**src/hdl/ocg_regs.vh**
```
// register map, field layout and timing constants of the clock generator control block
`ifndef OCG_REGS_VH
`define OCG_REGS_VH

// ---------------------------------------------------------------
// register byte addresses
// ---------------------------------------------------------------
`define OCG_ADDR_SLOW_CFG   32'h0ffffd50
`define OCG_ADDR_MAIN_OSC   32'h0ffffc20
`define OCG_ADDR_MAIN_PLL   32'h0ffffc28
`define OCG_ADDR_USB_CLK    32'h0ffffc1c
`define OCG_ADDR_MCK        32'h0ffffc30
`define OCG_ADDR_STATUS     32'h0ffffc68

// ---------------------------------------------------------------
// slow clock configuration fields
// ---------------------------------------------------------------
`define OCG_SC_RC_EN        0
`define OCG_SC_XTAL_EN      1
`define OCG_SC_BYPASS       2
`define OCG_SC_SELECT       3
`define OCG_SC_RESET        4'h1

// ---------------------------------------------------------------
// main oscillator fields
// ---------------------------------------------------------------
`define OCG_MO_EN           0
`define OCG_MO_BYPASS       1
`define OCG_MO_CNT_LSB      8
`define OCG_MO_CNT_MSB      15

// ---------------------------------------------------------------
// main pll fields
// ---------------------------------------------------------------
`define OCG_PL_DIV_LSB      0
`define OCG_PL_DIV_MSB      7
`define OCG_PL_CNT_LSB      8
`define OCG_PL_CNT_MSB      13
`define OCG_PL_MUL_LSB      16
`define OCG_PL_MUL_MSB      23

// ---------------------------------------------------------------
// usb clock, master clock and status fields
// ---------------------------------------------------------------
`define OCG_UC_EN           16
`define OCG_UC_BIAS         24
`define OCG_UC_CNT_LSB      20
`define OCG_UC_CNT_MSB      23
`define OCG_MC_HALF         12
`define OCG_ST_MAIN_STABLE  0
`define OCG_ST_PLL_LOCKED   1
`define OCG_ST_USB_LOCKED   6
`define OCG_ST_SEL_BUSY     7

// ---------------------------------------------------------------
// timing
// ---------------------------------------------------------------
`define OCG_CORE_HZ         25000000
`define OCG_SLOW_HZ         32768
`define OCG_SLOW_RATIO      ((`OCG_CORE_HZ + `OCG_SLOW_HZ / 2) / `OCG_SLOW_HZ)
`define OCG_SLOW_DIV8       8
`define OCG_USB_MULT        6'h28
`define OCG_RESP_OKAY       2'h0
`define OCG_RESP_SLVERR     2'h2

`endif

```
**src/hdl/ocg_tick_div.v**
```verilog
// enable divider: one pulse of tick_o for every RATIO pulses of en_i
`timescale 1ns/100ps
`default_nettype none
module ocg_tick_div #(
  parameter integer RATIO = 8
) (
  input wire clk_i,
  input wire nrst_i,
  input wire en_i,
  output wire tick_o
);
  reg [15:0] cnt_q;

  assign tick_o = en_i && (cnt_q == RATIO[15:0] - 16'h0001);

  always @(posedge clk_i) begin
    if (!nrst_i) begin
      cnt_q <= 16'h0000;
    end else if (tick_o) begin
      cnt_q <= 16'h0000;
    end else if (en_i) begin
      cnt_q <= cnt_q + 16'h0001;
    end
  end
endmodule // ocg_tick_div
`default_nettype wire

```
**src/hdl/ocg_countdown.v**
```verilog
// startup / lock down-counter: load clears the flag, flag sets on the first tick after count reaches zero
`timescale 1ns/100ps
`default_nettype none
module ocg_countdown #(
  parameter integer W = 8
) (
  input wire clk_i,
  input wire nrst_i,
  input wire clr_i,
  input wire load_i,
  input wire [W-1:0] load_val_i,
  input wire tick_i,
  output reg done_o
);
  reg [W-1:0] cnt_q;
  reg run_q;

  always @(posedge clk_i) begin
    if (!nrst_i) begin
      cnt_q <= {W{1'b0}};
      run_q <= 1'b0;
      done_o <= 1'b0;
    end else if (clr_i) begin
      run_q <= 1'b0;
      done_o <= 1'b0;
    end else if (load_i) begin
      cnt_q <= load_val_i;
      run_q <= 1'b1;
      done_o <= 1'b0;
    end else if (run_q && tick_i) begin
      if (cnt_q == {W{1'b0}}) begin
        run_q <= 1'b0;
        done_o <= 1'b1;
      end else begin
        cnt_q <= cnt_q - {{(W-1){1'b0}}, 1'b1};
      end
    end
  end
endmodule // ocg_countdown
`default_nettype wire

```
**src/hdl/ocg_top.v**
```verilog
// clock generator control: slow clock select, main oscillator, main and usb pll, axi4-lite registers
//
// How it works
// - selector 0 gives rc, 1 gives crystal
// - backup reset: rc on, crystal off, select 0
// - bypass bit routes external slow input pin
// - enable bits switch each slow oscillator
// - slow configuration reset only by backup reset
// - selector change resynchronised within two slow cycles
// - main oscillator disabled after reset
// - clearing main enable clears stable flag
// - enable write loads startup count, slow/8
// - startup count zero sets stable flag
// - divider zero forces pll output low
// - pll ratio is multiplier plus one over divider
// - multiplier zero disables pll, nonzero enables
// - pll change reloads lock count per slow cycle
// - half bit divides pll output by two
// - usb pll multiplies main clock by forty
// - usb enable loads lock count, slow/8
`timescale 1ns/100ps
`default_nettype none
`include "ocg_regs.vh"
module ocg_top #(
  parameter integer SLOW_RATIO = `OCG_SLOW_RATIO
) (
  input wire CORE_CLK_I,
  input wire NRST_I,
  input wire BACKUP_NRST_I,
  input wire [31:0] S_AXI_AWADDR,
  input wire S_AXI_AWVALID,
  output wire S_AXI_AWREADY,
  input wire [31:0] S_AXI_WDATA,
  input wire [3:0] S_AXI_WSTRB,
  input wire S_AXI_WVALID,
  output wire S_AXI_WREADY,
  output reg [1:0] S_AXI_BRESP,
  output reg S_AXI_BVALID,
  input wire S_AXI_BREADY,
  input wire [31:0] S_AXI_ARADDR,
  input wire S_AXI_ARVALID,
  output wire S_AXI_ARREADY,
  output reg [31:0] S_AXI_RDATA,
  output reg [1:0] S_AXI_RRESP,
  output reg S_AXI_RVALID,
  input wire S_AXI_RREADY,
  input wire RC_OSC_CLK_I,
  input wire SLOW_CRYSTAL_CLK_I,
  input wire SLOW_CRYSTAL_INPUT_I,
  output reg SLOW_CLK_O,
  output wire RC_OSC_ENABLE_O,
  output wire SLOW_CRYSTAL_ENABLE_O,
  output wire SLOW_CRYSTAL_BYPASS_O,
  output wire SLOW_SOURCE_SELECT_O,
  output wire MAIN_OSC_ENABLE_O,
  output wire MAIN_OSC_BYPASS_O,
  output wire MAIN_OSC_STABLE_O,
  output wire [7:0] MAIN_PLL_DIVIDER_O,
  output wire [7:0] MAIN_PLL_MULTIPLIER_O,
  output wire MAIN_PLL_RUN_O,
  output wire MAIN_PLL_HALF_O,
  output wire MAIN_PLL_LOCKED_O,
  output wire [5:0] USB_PLL_MULT_O,
  output wire USB_PLL_ENABLE_O,
  output wire USB_PLL_LOCKED_O,
  output wire USB_BIAS_ENABLE_O
);
  // ---------------------------------------------------------------
  // registers
  // ---------------------------------------------------------------
  reg [3:0] slow_cfg_q;
  reg [31:0] main_osc_q;
  reg [31:0] main_pll_q;
  reg [31:0] usb_clk_q;
  reg [31:0] mck_q;
  reg sel_stage_q;
  reg sel_applied_q;
  reg aw_held_q;
  reg w_held_q;
  reg [31:0] aw_addr_q;
  reg [31:0] w_data_q;
  reg [3:0] w_strb_q;
  reg [31:0] rd_data_d;
  reg rd_hit_d;
  reg wr_hit_d;
  wire wr_go;
  wire [31:0] wr_val;
  wire slow_tick;
  wire slow8_tick;
  wire mo_write;
  wire pl_write;
  wire uc_write;
  wire [31:0] status;
  wire [31:0] aw_word = {aw_addr_q[31:2], 2'b00};

  function [31:0] merge;
    input [31:0] old_v;
    input [31:0] new_v;
    input [3:0] strb;
    integer i;
    begin
      merge = old_v;
      for (i = 0; i < 4; i = i + 1) begin
        if (strb[i]) begin
          merge[i*8 +: 8] = new_v[i*8 +: 8];
        end
      end
    end
  endfunction

  // ---------------------------------------------------------------
  // axi4-lite write channel
  // ---------------------------------------------------------------
  assign S_AXI_AWREADY = !aw_held_q && !S_AXI_BVALID;
  assign S_AXI_WREADY = !w_held_q && !S_AXI_BVALID;
  assign wr_go = aw_held_q && w_held_q && !S_AXI_BVALID;

  always @(posedge CORE_CLK_I) begin
    if (!NRST_I) begin
      aw_held_q <= 1'b0;
      w_held_q <= 1'b0;
      aw_addr_q <= 32'h00000000;
      w_data_q <= 32'h00000000;
      w_strb_q <= 4'h0;
      S_AXI_BVALID <= 1'b0;
      S_AXI_BRESP <= `OCG_RESP_OKAY;
    end else begin
      if (S_AXI_AWVALID && S_AXI_AWREADY) begin
        aw_held_q <= 1'b1;
        aw_addr_q <= S_AXI_AWADDR;
      end
      if (S_AXI_WVALID && S_AXI_WREADY) begin
        w_held_q <= 1'b1;
        w_data_q <= S_AXI_WDATA;
        w_strb_q <= S_AXI_WSTRB;
      end
      if (wr_go) begin
        aw_held_q <= 1'b0;
        w_held_q <= 1'b0;
        S_AXI_BVALID <= 1'b1;
        S_AXI_BRESP <= wr_hit_d ? `OCG_RESP_OKAY : `OCG_RESP_SLVERR;
      end else if (S_AXI_BVALID && S_AXI_BREADY) begin
        S_AXI_BVALID <= 1'b0;
      end
    end
  end

  always @* begin
    wr_hit_d = (aw_word == `OCG_ADDR_SLOW_CFG) || (aw_word == `OCG_ADDR_MAIN_OSC) ||
               (aw_word == `OCG_ADDR_MAIN_PLL) || (aw_word == `OCG_ADDR_USB_CLK) ||
               (aw_word == `OCG_ADDR_MCK);
  end
  assign mo_write = wr_go && (aw_word == `OCG_ADDR_MAIN_OSC);
  assign pl_write = wr_go && (aw_word == `OCG_ADDR_MAIN_PLL);
  assign uc_write = wr_go && (aw_word == `OCG_ADDR_USB_CLK);

  // ---------------------------------------------------------------
  // configuration registers
  // ---------------------------------------------------------------
  assign wr_val = merge(main_osc_q, w_data_q, w_strb_q);
  // slow configuration sits in the backup domain: only the backup reset returns it to its default (rc on)
  always @(posedge CORE_CLK_I) begin
    if (!BACKUP_NRST_I) begin
      slow_cfg_q <= `OCG_SC_RESET;
    end else if (wr_go && (aw_word == `OCG_ADDR_SLOW_CFG) && w_strb_q[0]) begin
      slow_cfg_q <= w_data_q[3:0];
    end
  end

  always @(posedge CORE_CLK_I) begin
    if (!NRST_I) begin
      main_osc_q <= 32'h00000000;
      main_pll_q <= 32'h00000000;
      usb_clk_q <= 32'h00000000;
      mck_q <= 32'h00000000;
    end else begin
      if (mo_write) main_osc_q <= merge(main_osc_q, w_data_q, w_strb_q);
      if (pl_write) main_pll_q <= merge(main_pll_q, w_data_q, w_strb_q);
      if (uc_write) usb_clk_q <= merge(usb_clk_q, w_data_q, w_strb_q);
      if (wr_go && (aw_word == `OCG_ADDR_MCK)) mck_q <= merge(mck_q, w_data_q, w_strb_q);
    end
  end

  // ---------------------------------------------------------------
  // slow clock timebase
  // ---------------------------------------------------------------
  ocg_tick_div #(.RATIO(SLOW_RATIO)) u_slow_div (
    .clk_i(CORE_CLK_I),
    .nrst_i(NRST_I),
    .en_i(1'b1),
    .tick_o(slow_tick)
  );

  ocg_tick_div #(.RATIO(`OCG_SLOW_DIV8)) u_slow8_div (
    .clk_i(CORE_CLK_I),
    .nrst_i(NRST_I),
    .en_i(slow_tick),
    .tick_o(slow8_tick)
  );

  // ---------------------------------------------------------------
  // slow clock source selection
  // ---------------------------------------------------------------
  // selector moves through two slow-tick stages before it switches the mux
  always @(posedge CORE_CLK_I) begin
    if (!BACKUP_NRST_I) begin
      sel_stage_q <= 1'b0;
      sel_applied_q <= 1'b0;
    end else if (slow_tick) begin
      sel_stage_q <= slow_cfg_q[`OCG_SC_SELECT];
      sel_applied_q <= sel_stage_q;
    end
  end

  always @* begin
    if (!sel_applied_q) begin
      SLOW_CLK_O = RC_OSC_CLK_I;
    end else if (slow_cfg_q[`OCG_SC_BYPASS]) begin
      SLOW_CLK_O = SLOW_CRYSTAL_INPUT_I;
    end else begin
      SLOW_CLK_O = SLOW_CRYSTAL_CLK_I;
    end
  end

  assign RC_OSC_ENABLE_O = slow_cfg_q[`OCG_SC_RC_EN];
  assign SLOW_CRYSTAL_ENABLE_O = slow_cfg_q[`OCG_SC_XTAL_EN];
  assign SLOW_CRYSTAL_BYPASS_O = slow_cfg_q[`OCG_SC_BYPASS];
  assign SLOW_SOURCE_SELECT_O = sel_applied_q;

  // ---------------------------------------------------------------
  // main oscillator startup
  // ---------------------------------------------------------------
  ocg_countdown #(.W(8)) u_main_osc_cnt (
    .clk_i(CORE_CLK_I),
    .nrst_i(NRST_I),
    .clr_i(mo_write && !wr_val[`OCG_MO_EN]),
    .load_i(mo_write && wr_val[`OCG_MO_EN]),
    .load_val_i(wr_val[`OCG_MO_CNT_MSB:`OCG_MO_CNT_LSB]),
    .tick_i(slow8_tick),
    .done_o(MAIN_OSC_STABLE_O)
  );

  assign MAIN_OSC_ENABLE_O = main_osc_q[`OCG_MO_EN];
  assign MAIN_OSC_BYPASS_O = main_osc_q[`OCG_MO_BYPASS];

  // ---------------------------------------------------------------
  // main pll
  // ---------------------------------------------------------------
  wire [31:0] pl_new = merge(main_pll_q, w_data_q, w_strb_q);
  wire pl_new_mul_nz = pl_new[`OCG_PL_MUL_MSB:`OCG_PL_MUL_LSB] != 8'h00;
  wire pl_changed = (pl_new[`OCG_PL_MUL_MSB:`OCG_PL_MUL_LSB] !=
                     main_pll_q[`OCG_PL_MUL_MSB:`OCG_PL_MUL_LSB]) ||
                    (pl_new[`OCG_PL_DIV_MSB:`OCG_PL_DIV_LSB] !=
                     main_pll_q[`OCG_PL_DIV_MSB:`OCG_PL_DIV_LSB]);

  ocg_countdown #(.W(6)) u_main_pll_cnt (
    .clk_i(CORE_CLK_I),
    .nrst_i(NRST_I),
    .clr_i(pl_write && !pl_new_mul_nz),
    .load_i(pl_write && pl_changed),
    .load_val_i(pl_new[`OCG_PL_CNT_MSB:`OCG_PL_CNT_LSB]),
    .tick_i(slow_tick),
    .done_o(MAIN_PLL_LOCKED_O)
  );

  // analog pll output = source * (multiplier + 1) / divider
  assign MAIN_PLL_DIVIDER_O = main_pll_q[`OCG_PL_DIV_MSB:`OCG_PL_DIV_LSB];
  assign MAIN_PLL_MULTIPLIER_O = main_pll_q[`OCG_PL_MUL_MSB:`OCG_PL_MUL_LSB];
  assign MAIN_PLL_RUN_O = (MAIN_PLL_MULTIPLIER_O != 8'h00) &&
                          (MAIN_PLL_DIVIDER_O != 8'h00);
  assign MAIN_PLL_HALF_O = mck_q[`OCG_MC_HALF];

  // ---------------------------------------------------------------
  // usb pll
  // ---------------------------------------------------------------
  wire [31:0] uc_new = merge(usb_clk_q, w_data_q, w_strb_q);

  ocg_countdown #(.W(4)) u_usb_pll_cnt (
    .clk_i(CORE_CLK_I),
    .nrst_i(NRST_I),
    .clr_i(uc_write && !uc_new[`OCG_UC_EN]),
    .load_i(uc_write && uc_new[`OCG_UC_EN] && !usb_clk_q[`OCG_UC_EN]),
    .load_val_i(uc_new[`OCG_UC_CNT_MSB:`OCG_UC_CNT_LSB]),
    .tick_i(slow8_tick),
    .done_o(USB_PLL_LOCKED_O)
  );

  assign USB_PLL_MULT_O = `OCG_USB_MULT;
  assign USB_PLL_ENABLE_O = usb_clk_q[`OCG_UC_EN];
  // bias follows software, which waits for the lock flag first
  assign USB_BIAS_ENABLE_O = usb_clk_q[`OCG_UC_BIAS];

  // ---------------------------------------------------------------
  // axi4-lite read channel
  // ---------------------------------------------------------------
  assign status = ({31'h00000000, MAIN_OSC_STABLE_O} << `OCG_ST_MAIN_STABLE) |
                  ({31'h00000000, MAIN_PLL_LOCKED_O} << `OCG_ST_PLL_LOCKED) |
                  ({31'h00000000, USB_PLL_LOCKED_O} << `OCG_ST_USB_LOCKED) |
                  ({31'h00000000, sel_applied_q != slow_cfg_q[`OCG_SC_SELECT]}
                   << `OCG_ST_SEL_BUSY);

  assign S_AXI_ARREADY = !S_AXI_RVALID;

  always @* begin
    rd_hit_d = 1'b1;
    case ({S_AXI_ARADDR[31:2], 2'b00})
      `OCG_ADDR_SLOW_CFG: rd_data_d = {28'h0000000, slow_cfg_q};
      `OCG_ADDR_MAIN_OSC: rd_data_d = main_osc_q;
      `OCG_ADDR_MAIN_PLL: rd_data_d = main_pll_q;
      `OCG_ADDR_USB_CLK: rd_data_d = usb_clk_q;
      `OCG_ADDR_MCK: rd_data_d = mck_q;
      `OCG_ADDR_STATUS: rd_data_d = status;
      default: begin
        rd_data_d = 32'h00000000;
        rd_hit_d = 1'b0;
      end
    endcase
  end

  always @(posedge CORE_CLK_I) begin
    if (!NRST_I) begin
      S_AXI_RVALID <= 1'b0;
      S_AXI_RDATA <= 32'h00000000;
      S_AXI_RRESP <= `OCG_RESP_OKAY;
    end else if (S_AXI_ARVALID && S_AXI_ARREADY) begin
      S_AXI_RVALID <= 1'b1;
      S_AXI_RDATA <= rd_data_d;
      S_AXI_RRESP <= rd_hit_d ? `OCG_RESP_OKAY : `OCG_RESP_SLVERR;
    end else if (S_AXI_RVALID && S_AXI_RREADY) begin
      S_AXI_RVALID <= 1'b0;
    end
  end
endmodule // ocg_top
`default_nettype wire

```
**config.mk**
```make
export PLATFORM = sky130hd
export DESIGN_NAME = ocg_top
export DESIGN_NICKNAME = d
export VERILOG_FILES = /design/src/hdl/ocg_tick_div.v /design/src/hdl/ocg_countdown.v /design/src/hdl/ocg_top.v
export VERILOG_INCLUDE_DIRS = /design/src /design/src/hdl
export SDC_FILE = /design/constraint.sdc
export NUM_CORES = 1
export LEC_CHECK = 0
export BUFFER_PORTS_ARGS = -buffer_cell sky130_fd_sc_hd__buf_4
export CAP_MARGIN = 5
export CORE_MARGIN = 5
export CORE_UTILIZATION = 62
export DETAILED_ROUTE_END_ITERATION = 8
export HOLD_SLACK_MARGIN = 0.1
export PLACE_DENSITY = 0.85
export SLEW_MARGIN = 10
export SYNTH_ARGS = -nofsm -noshare
export SYNTH_HDL_FRONTEND = slang
export SYNTH_HIERARCHICAL = 1
export SYNTH_SLANG_ARGS = --single-unit
export TNS_END_PERCENT = 10
```
**constraint.sdc**
```tcl
create_clock -name CORE_CLK_I -period 5.9 [get_ports CORE_CLK_I]
set_input_delay 0 -clock CORE_CLK_I [delete_from_list [all_inputs] [get_ports CORE_CLK_I]]
set_output_delay 0 -clock CORE_CLK_I [all_outputs]
set_load 0.01 [all_outputs]
```
==> metrics.txt <==
reg2reg setup slack=2.20 ns; Slew Limit Headroom=28.1%; crit path max-delay cell type=nor3_1; P_sw=1.03 mW; Overall Power=4.46 mW; Setup Skew=0.0106 ns; CP Capture Point=u_main_osc_cnt/cnt_q[1]; DRT Wirelength=41.3 mm; detailed-route DRC error count=0; starting density of the core=62.3%; I/O pin count=188; Vias per Instance=6.09; Detail Placement HPWL=25.5 mm; total grt overflow=0; Achievable Freq=271 MHz; clock sink total=294; Reg clk slew, reported paths=0.06 ns; Seq/Total Area, Yosys=42.1%; synth unique cells=91; crit path launch type=register; Clk pwr share=45.6%; most frequent cells in the layout=nand2_1 (404), dfxtp_1 (294), buf_4 (188); Pint=3.42 mW; Gate Count Post-Synth=1610; crit path kind=register to register; synthesized area per cell=8.68 µm²; TritonCTS clock tree=built; Setup WS pre-CTS=2.30 ns; RSZ-0062 raised after global routing=false; Synth Cell Area=14000 µm²; I/O Buffers=175; power per cell area=254 nW/µm²; WP data required=6.35 ns; post-route insts no fill=2155; first-pass GRT wire length=66.5 mm; worst r2r src=u_slow_div/cnt_q[5]; final-report hold violation count=0; WL/cell=19.2 µm; CP max stage delay=0.83 ns; post-CTS setup repair buffer count=0; Yosys warnings=6; die width=160 µm; TritonCTS buffer count=30; leakage=6.64 nW; initial antenna violation count=1; worst vdd ir=0.235 mV; Crit. path cell count=9; core area=22400 µm²; DR iter-0 viols=1325; Yosys reg bits=294; crit path DAT=4.15 ns; fin util=78.2%; Max-Cap Viols=0; min cycle time layout=3.70 ns; DR pass1 iterations=8; Cell Rows=55; final-stage net count=1964; root buffer cell=clkbuf_16; total negative setup slack=0 ns; Inst Count DP=1974; final worst slack=2.20 ns; Max H-tree Level=1; layout cell share with drive strength beyond 1=16.2%; die height=160 µm; async set-or-reset flop fraction in the synthesized netlist=0%; worst path cell trace=nand4_2, nor4_1, and3_2, nand4_1, nor3_1, a21oi_1, a211oi_2, o211ai_1, and3_1; worst r2r dst=u_main_osc_cnt/cnt_q[1]; sequential share of power=46.4%; Worst-Margin Slew=1.07 ns; ratio of final minimum period to clock period=62.6%; vias after detailed routing=13100; Critical Path Source=u_slow_div/cnt_q[5]; Crit. End Element=register; clock buffer depth=3; vias in the first global route=12900; Crit Path Max Fanout=16; total track usage=30.9%; RD Place Congestion=0.865; EDFF count, synth=0; antenna-violating nets left=0; leading cell type in the layout, fill and taps excluded=nand2_1; Primary FF master, synth=dfxtp_1; worst-case reg-to-reg path depth=9; DIE AREA=25600 µm²; clock latency on the worst-skew pair=0.55 ns; Worst Hold Class=input pin to register; largest net degree at the start of global routing=122; CP delay by family, top=simple AND/OR/NAND/NOR gates; Final Setup Violations=0; Final Slew Violations=0; Layout area overhead=25.5%; status=finished clean; Worst Path Buf+Inv=0; switch share=23.2%; Gate power share=8.0%
-- cells by family after synthesis --
family	count (synthesis)	share of synthesized area (%)
compound gates	259	12.4
xor+xnor	46	2.88
fa+ha+maj	8	0.716
buf+inv	152	5.20
flops	294	42.1
mux	151	10.9
other cells	2	0.0537
simple gates	698	25.7
-- flip-flops by register name, summed over array words and instances, names as in the netlist, 16 cells and up --
name / cells
u_slow8_div/cnt_q: 16
w_data_q: 32
u_slow_div/cnt_q: 16
mck_q: 32
S_AXI_RDATA: 32
aw_addr_q: 30
main_pll_q: 32
main_osc_q: 32
usb_clk_q: 32
-- repair_timing --
action	CTS	global route
setup endpoints to repair	0	0
hold buffers	124	0
resized for setup	0	0
endpoints found under the hold margin	156	0
-- metal layers --
| layer | share of wire, % | global-route usage, % | vias to the layer above |
|---|---|---|---|
| met5 | 0 | 0 | - |
| met1 | 39 | 38.0 | 6213 |
| met3 | 8.7 | 6.19 | 137 |
| met2 | 48 | 53.5 | 675 |
| met4 | 4.0 | 11.9 | 0 |
| li1 | - | - | 6099 |
-- how the worst min path moves through the flow --
stage / start / end / slack [ns] / cells after the start
after floorplan: NRST_I / u_slow8_div/cnt_q[2] / 0.12 / 1
after global placement: S_AXI_WDATA[9] / w_data_q[9] / 0.25 / 3
after detailed placement: S_AXI_AWADDR[26] / aw_addr_q[26] / 0.26 / 3
after CTS: S_AXI_WVALID / w_data_q[0] / 0.10 / 5
after global routing: S_AXI_WVALID / w_data_q[1] / 0.16 / 5
final: S_AXI_WVALID / w_data_q[1] / 0.13 / 5
-- final cells by class --
class	count	area, µm²
tap	285	357
sequential	294	5890
timing repair buffer	313	2660
antenna	1	2.50
multi-input combinational	1171	7430
inverter	35	131
clock inverter	13	176
fill	1439	4890
clock buffer	43	901
-- worst register-to-register path, stage by stage (launching register included) --
cell	delay [ns]
dfxtp_1	0.41
nand4_2	0.19
nor4_1	0.33
and3_2	0.50
nand4_1	0.25
nor3_1	0.83
a21oi_1	0.29
a211oi_2	0.45
o211ai_1	0.15
and3_1	0.20
-- synth_stat cells (13+ instances only) --
master	instances	share of area (%)
nor2_1	69	1.9
nand3_1	13	0.47
nor3_1	26	0.93
inv_1	34	0.91
o21ai_0	53	1.9
nand2_1	404	11
dfxtp_1	294	42
xnor2_1	40	2.5
a222oi_1	26	1.9
nor4_4	13	2.0
nor4_1	29	1.3
buf_4	25	1.3
clkbuf_1	73	2.0
a21oi_1	89	3.2
mux2i_1	145	10
a21boi_0	27	1.5
nand4_1	25	1.1
nand2b_1	18	0.81
-- through the flow --
step                      hold slack [ns]  cell area (µm²)
after global placement              0.247            15200
after detailed placement            0.255            15200
after global routing                0.159            17500
final                               0.133            17500
after CTS                           0.100            17500
after floorplan                     0.122            14000
-- power groups by stage --
| stage | clock network [mW] | logic [mW] | registers, mW |
|---|---|---|---|
| after global placement | 0 | 0.268 | 2.11 |
| after floorplan | 0 | 0.175 | 2.09 |
| after global routing | 2.13 | 0.385 | 2.07 |
| after CTS | 2.04 | 0.341 | 2.06 |
| final | 2.03 | 0.356 | 2.07 |
| after detailed placement | 0 | 0.275 | 2.11 |
Note: power is estimated with default switching activity, not from simulation.
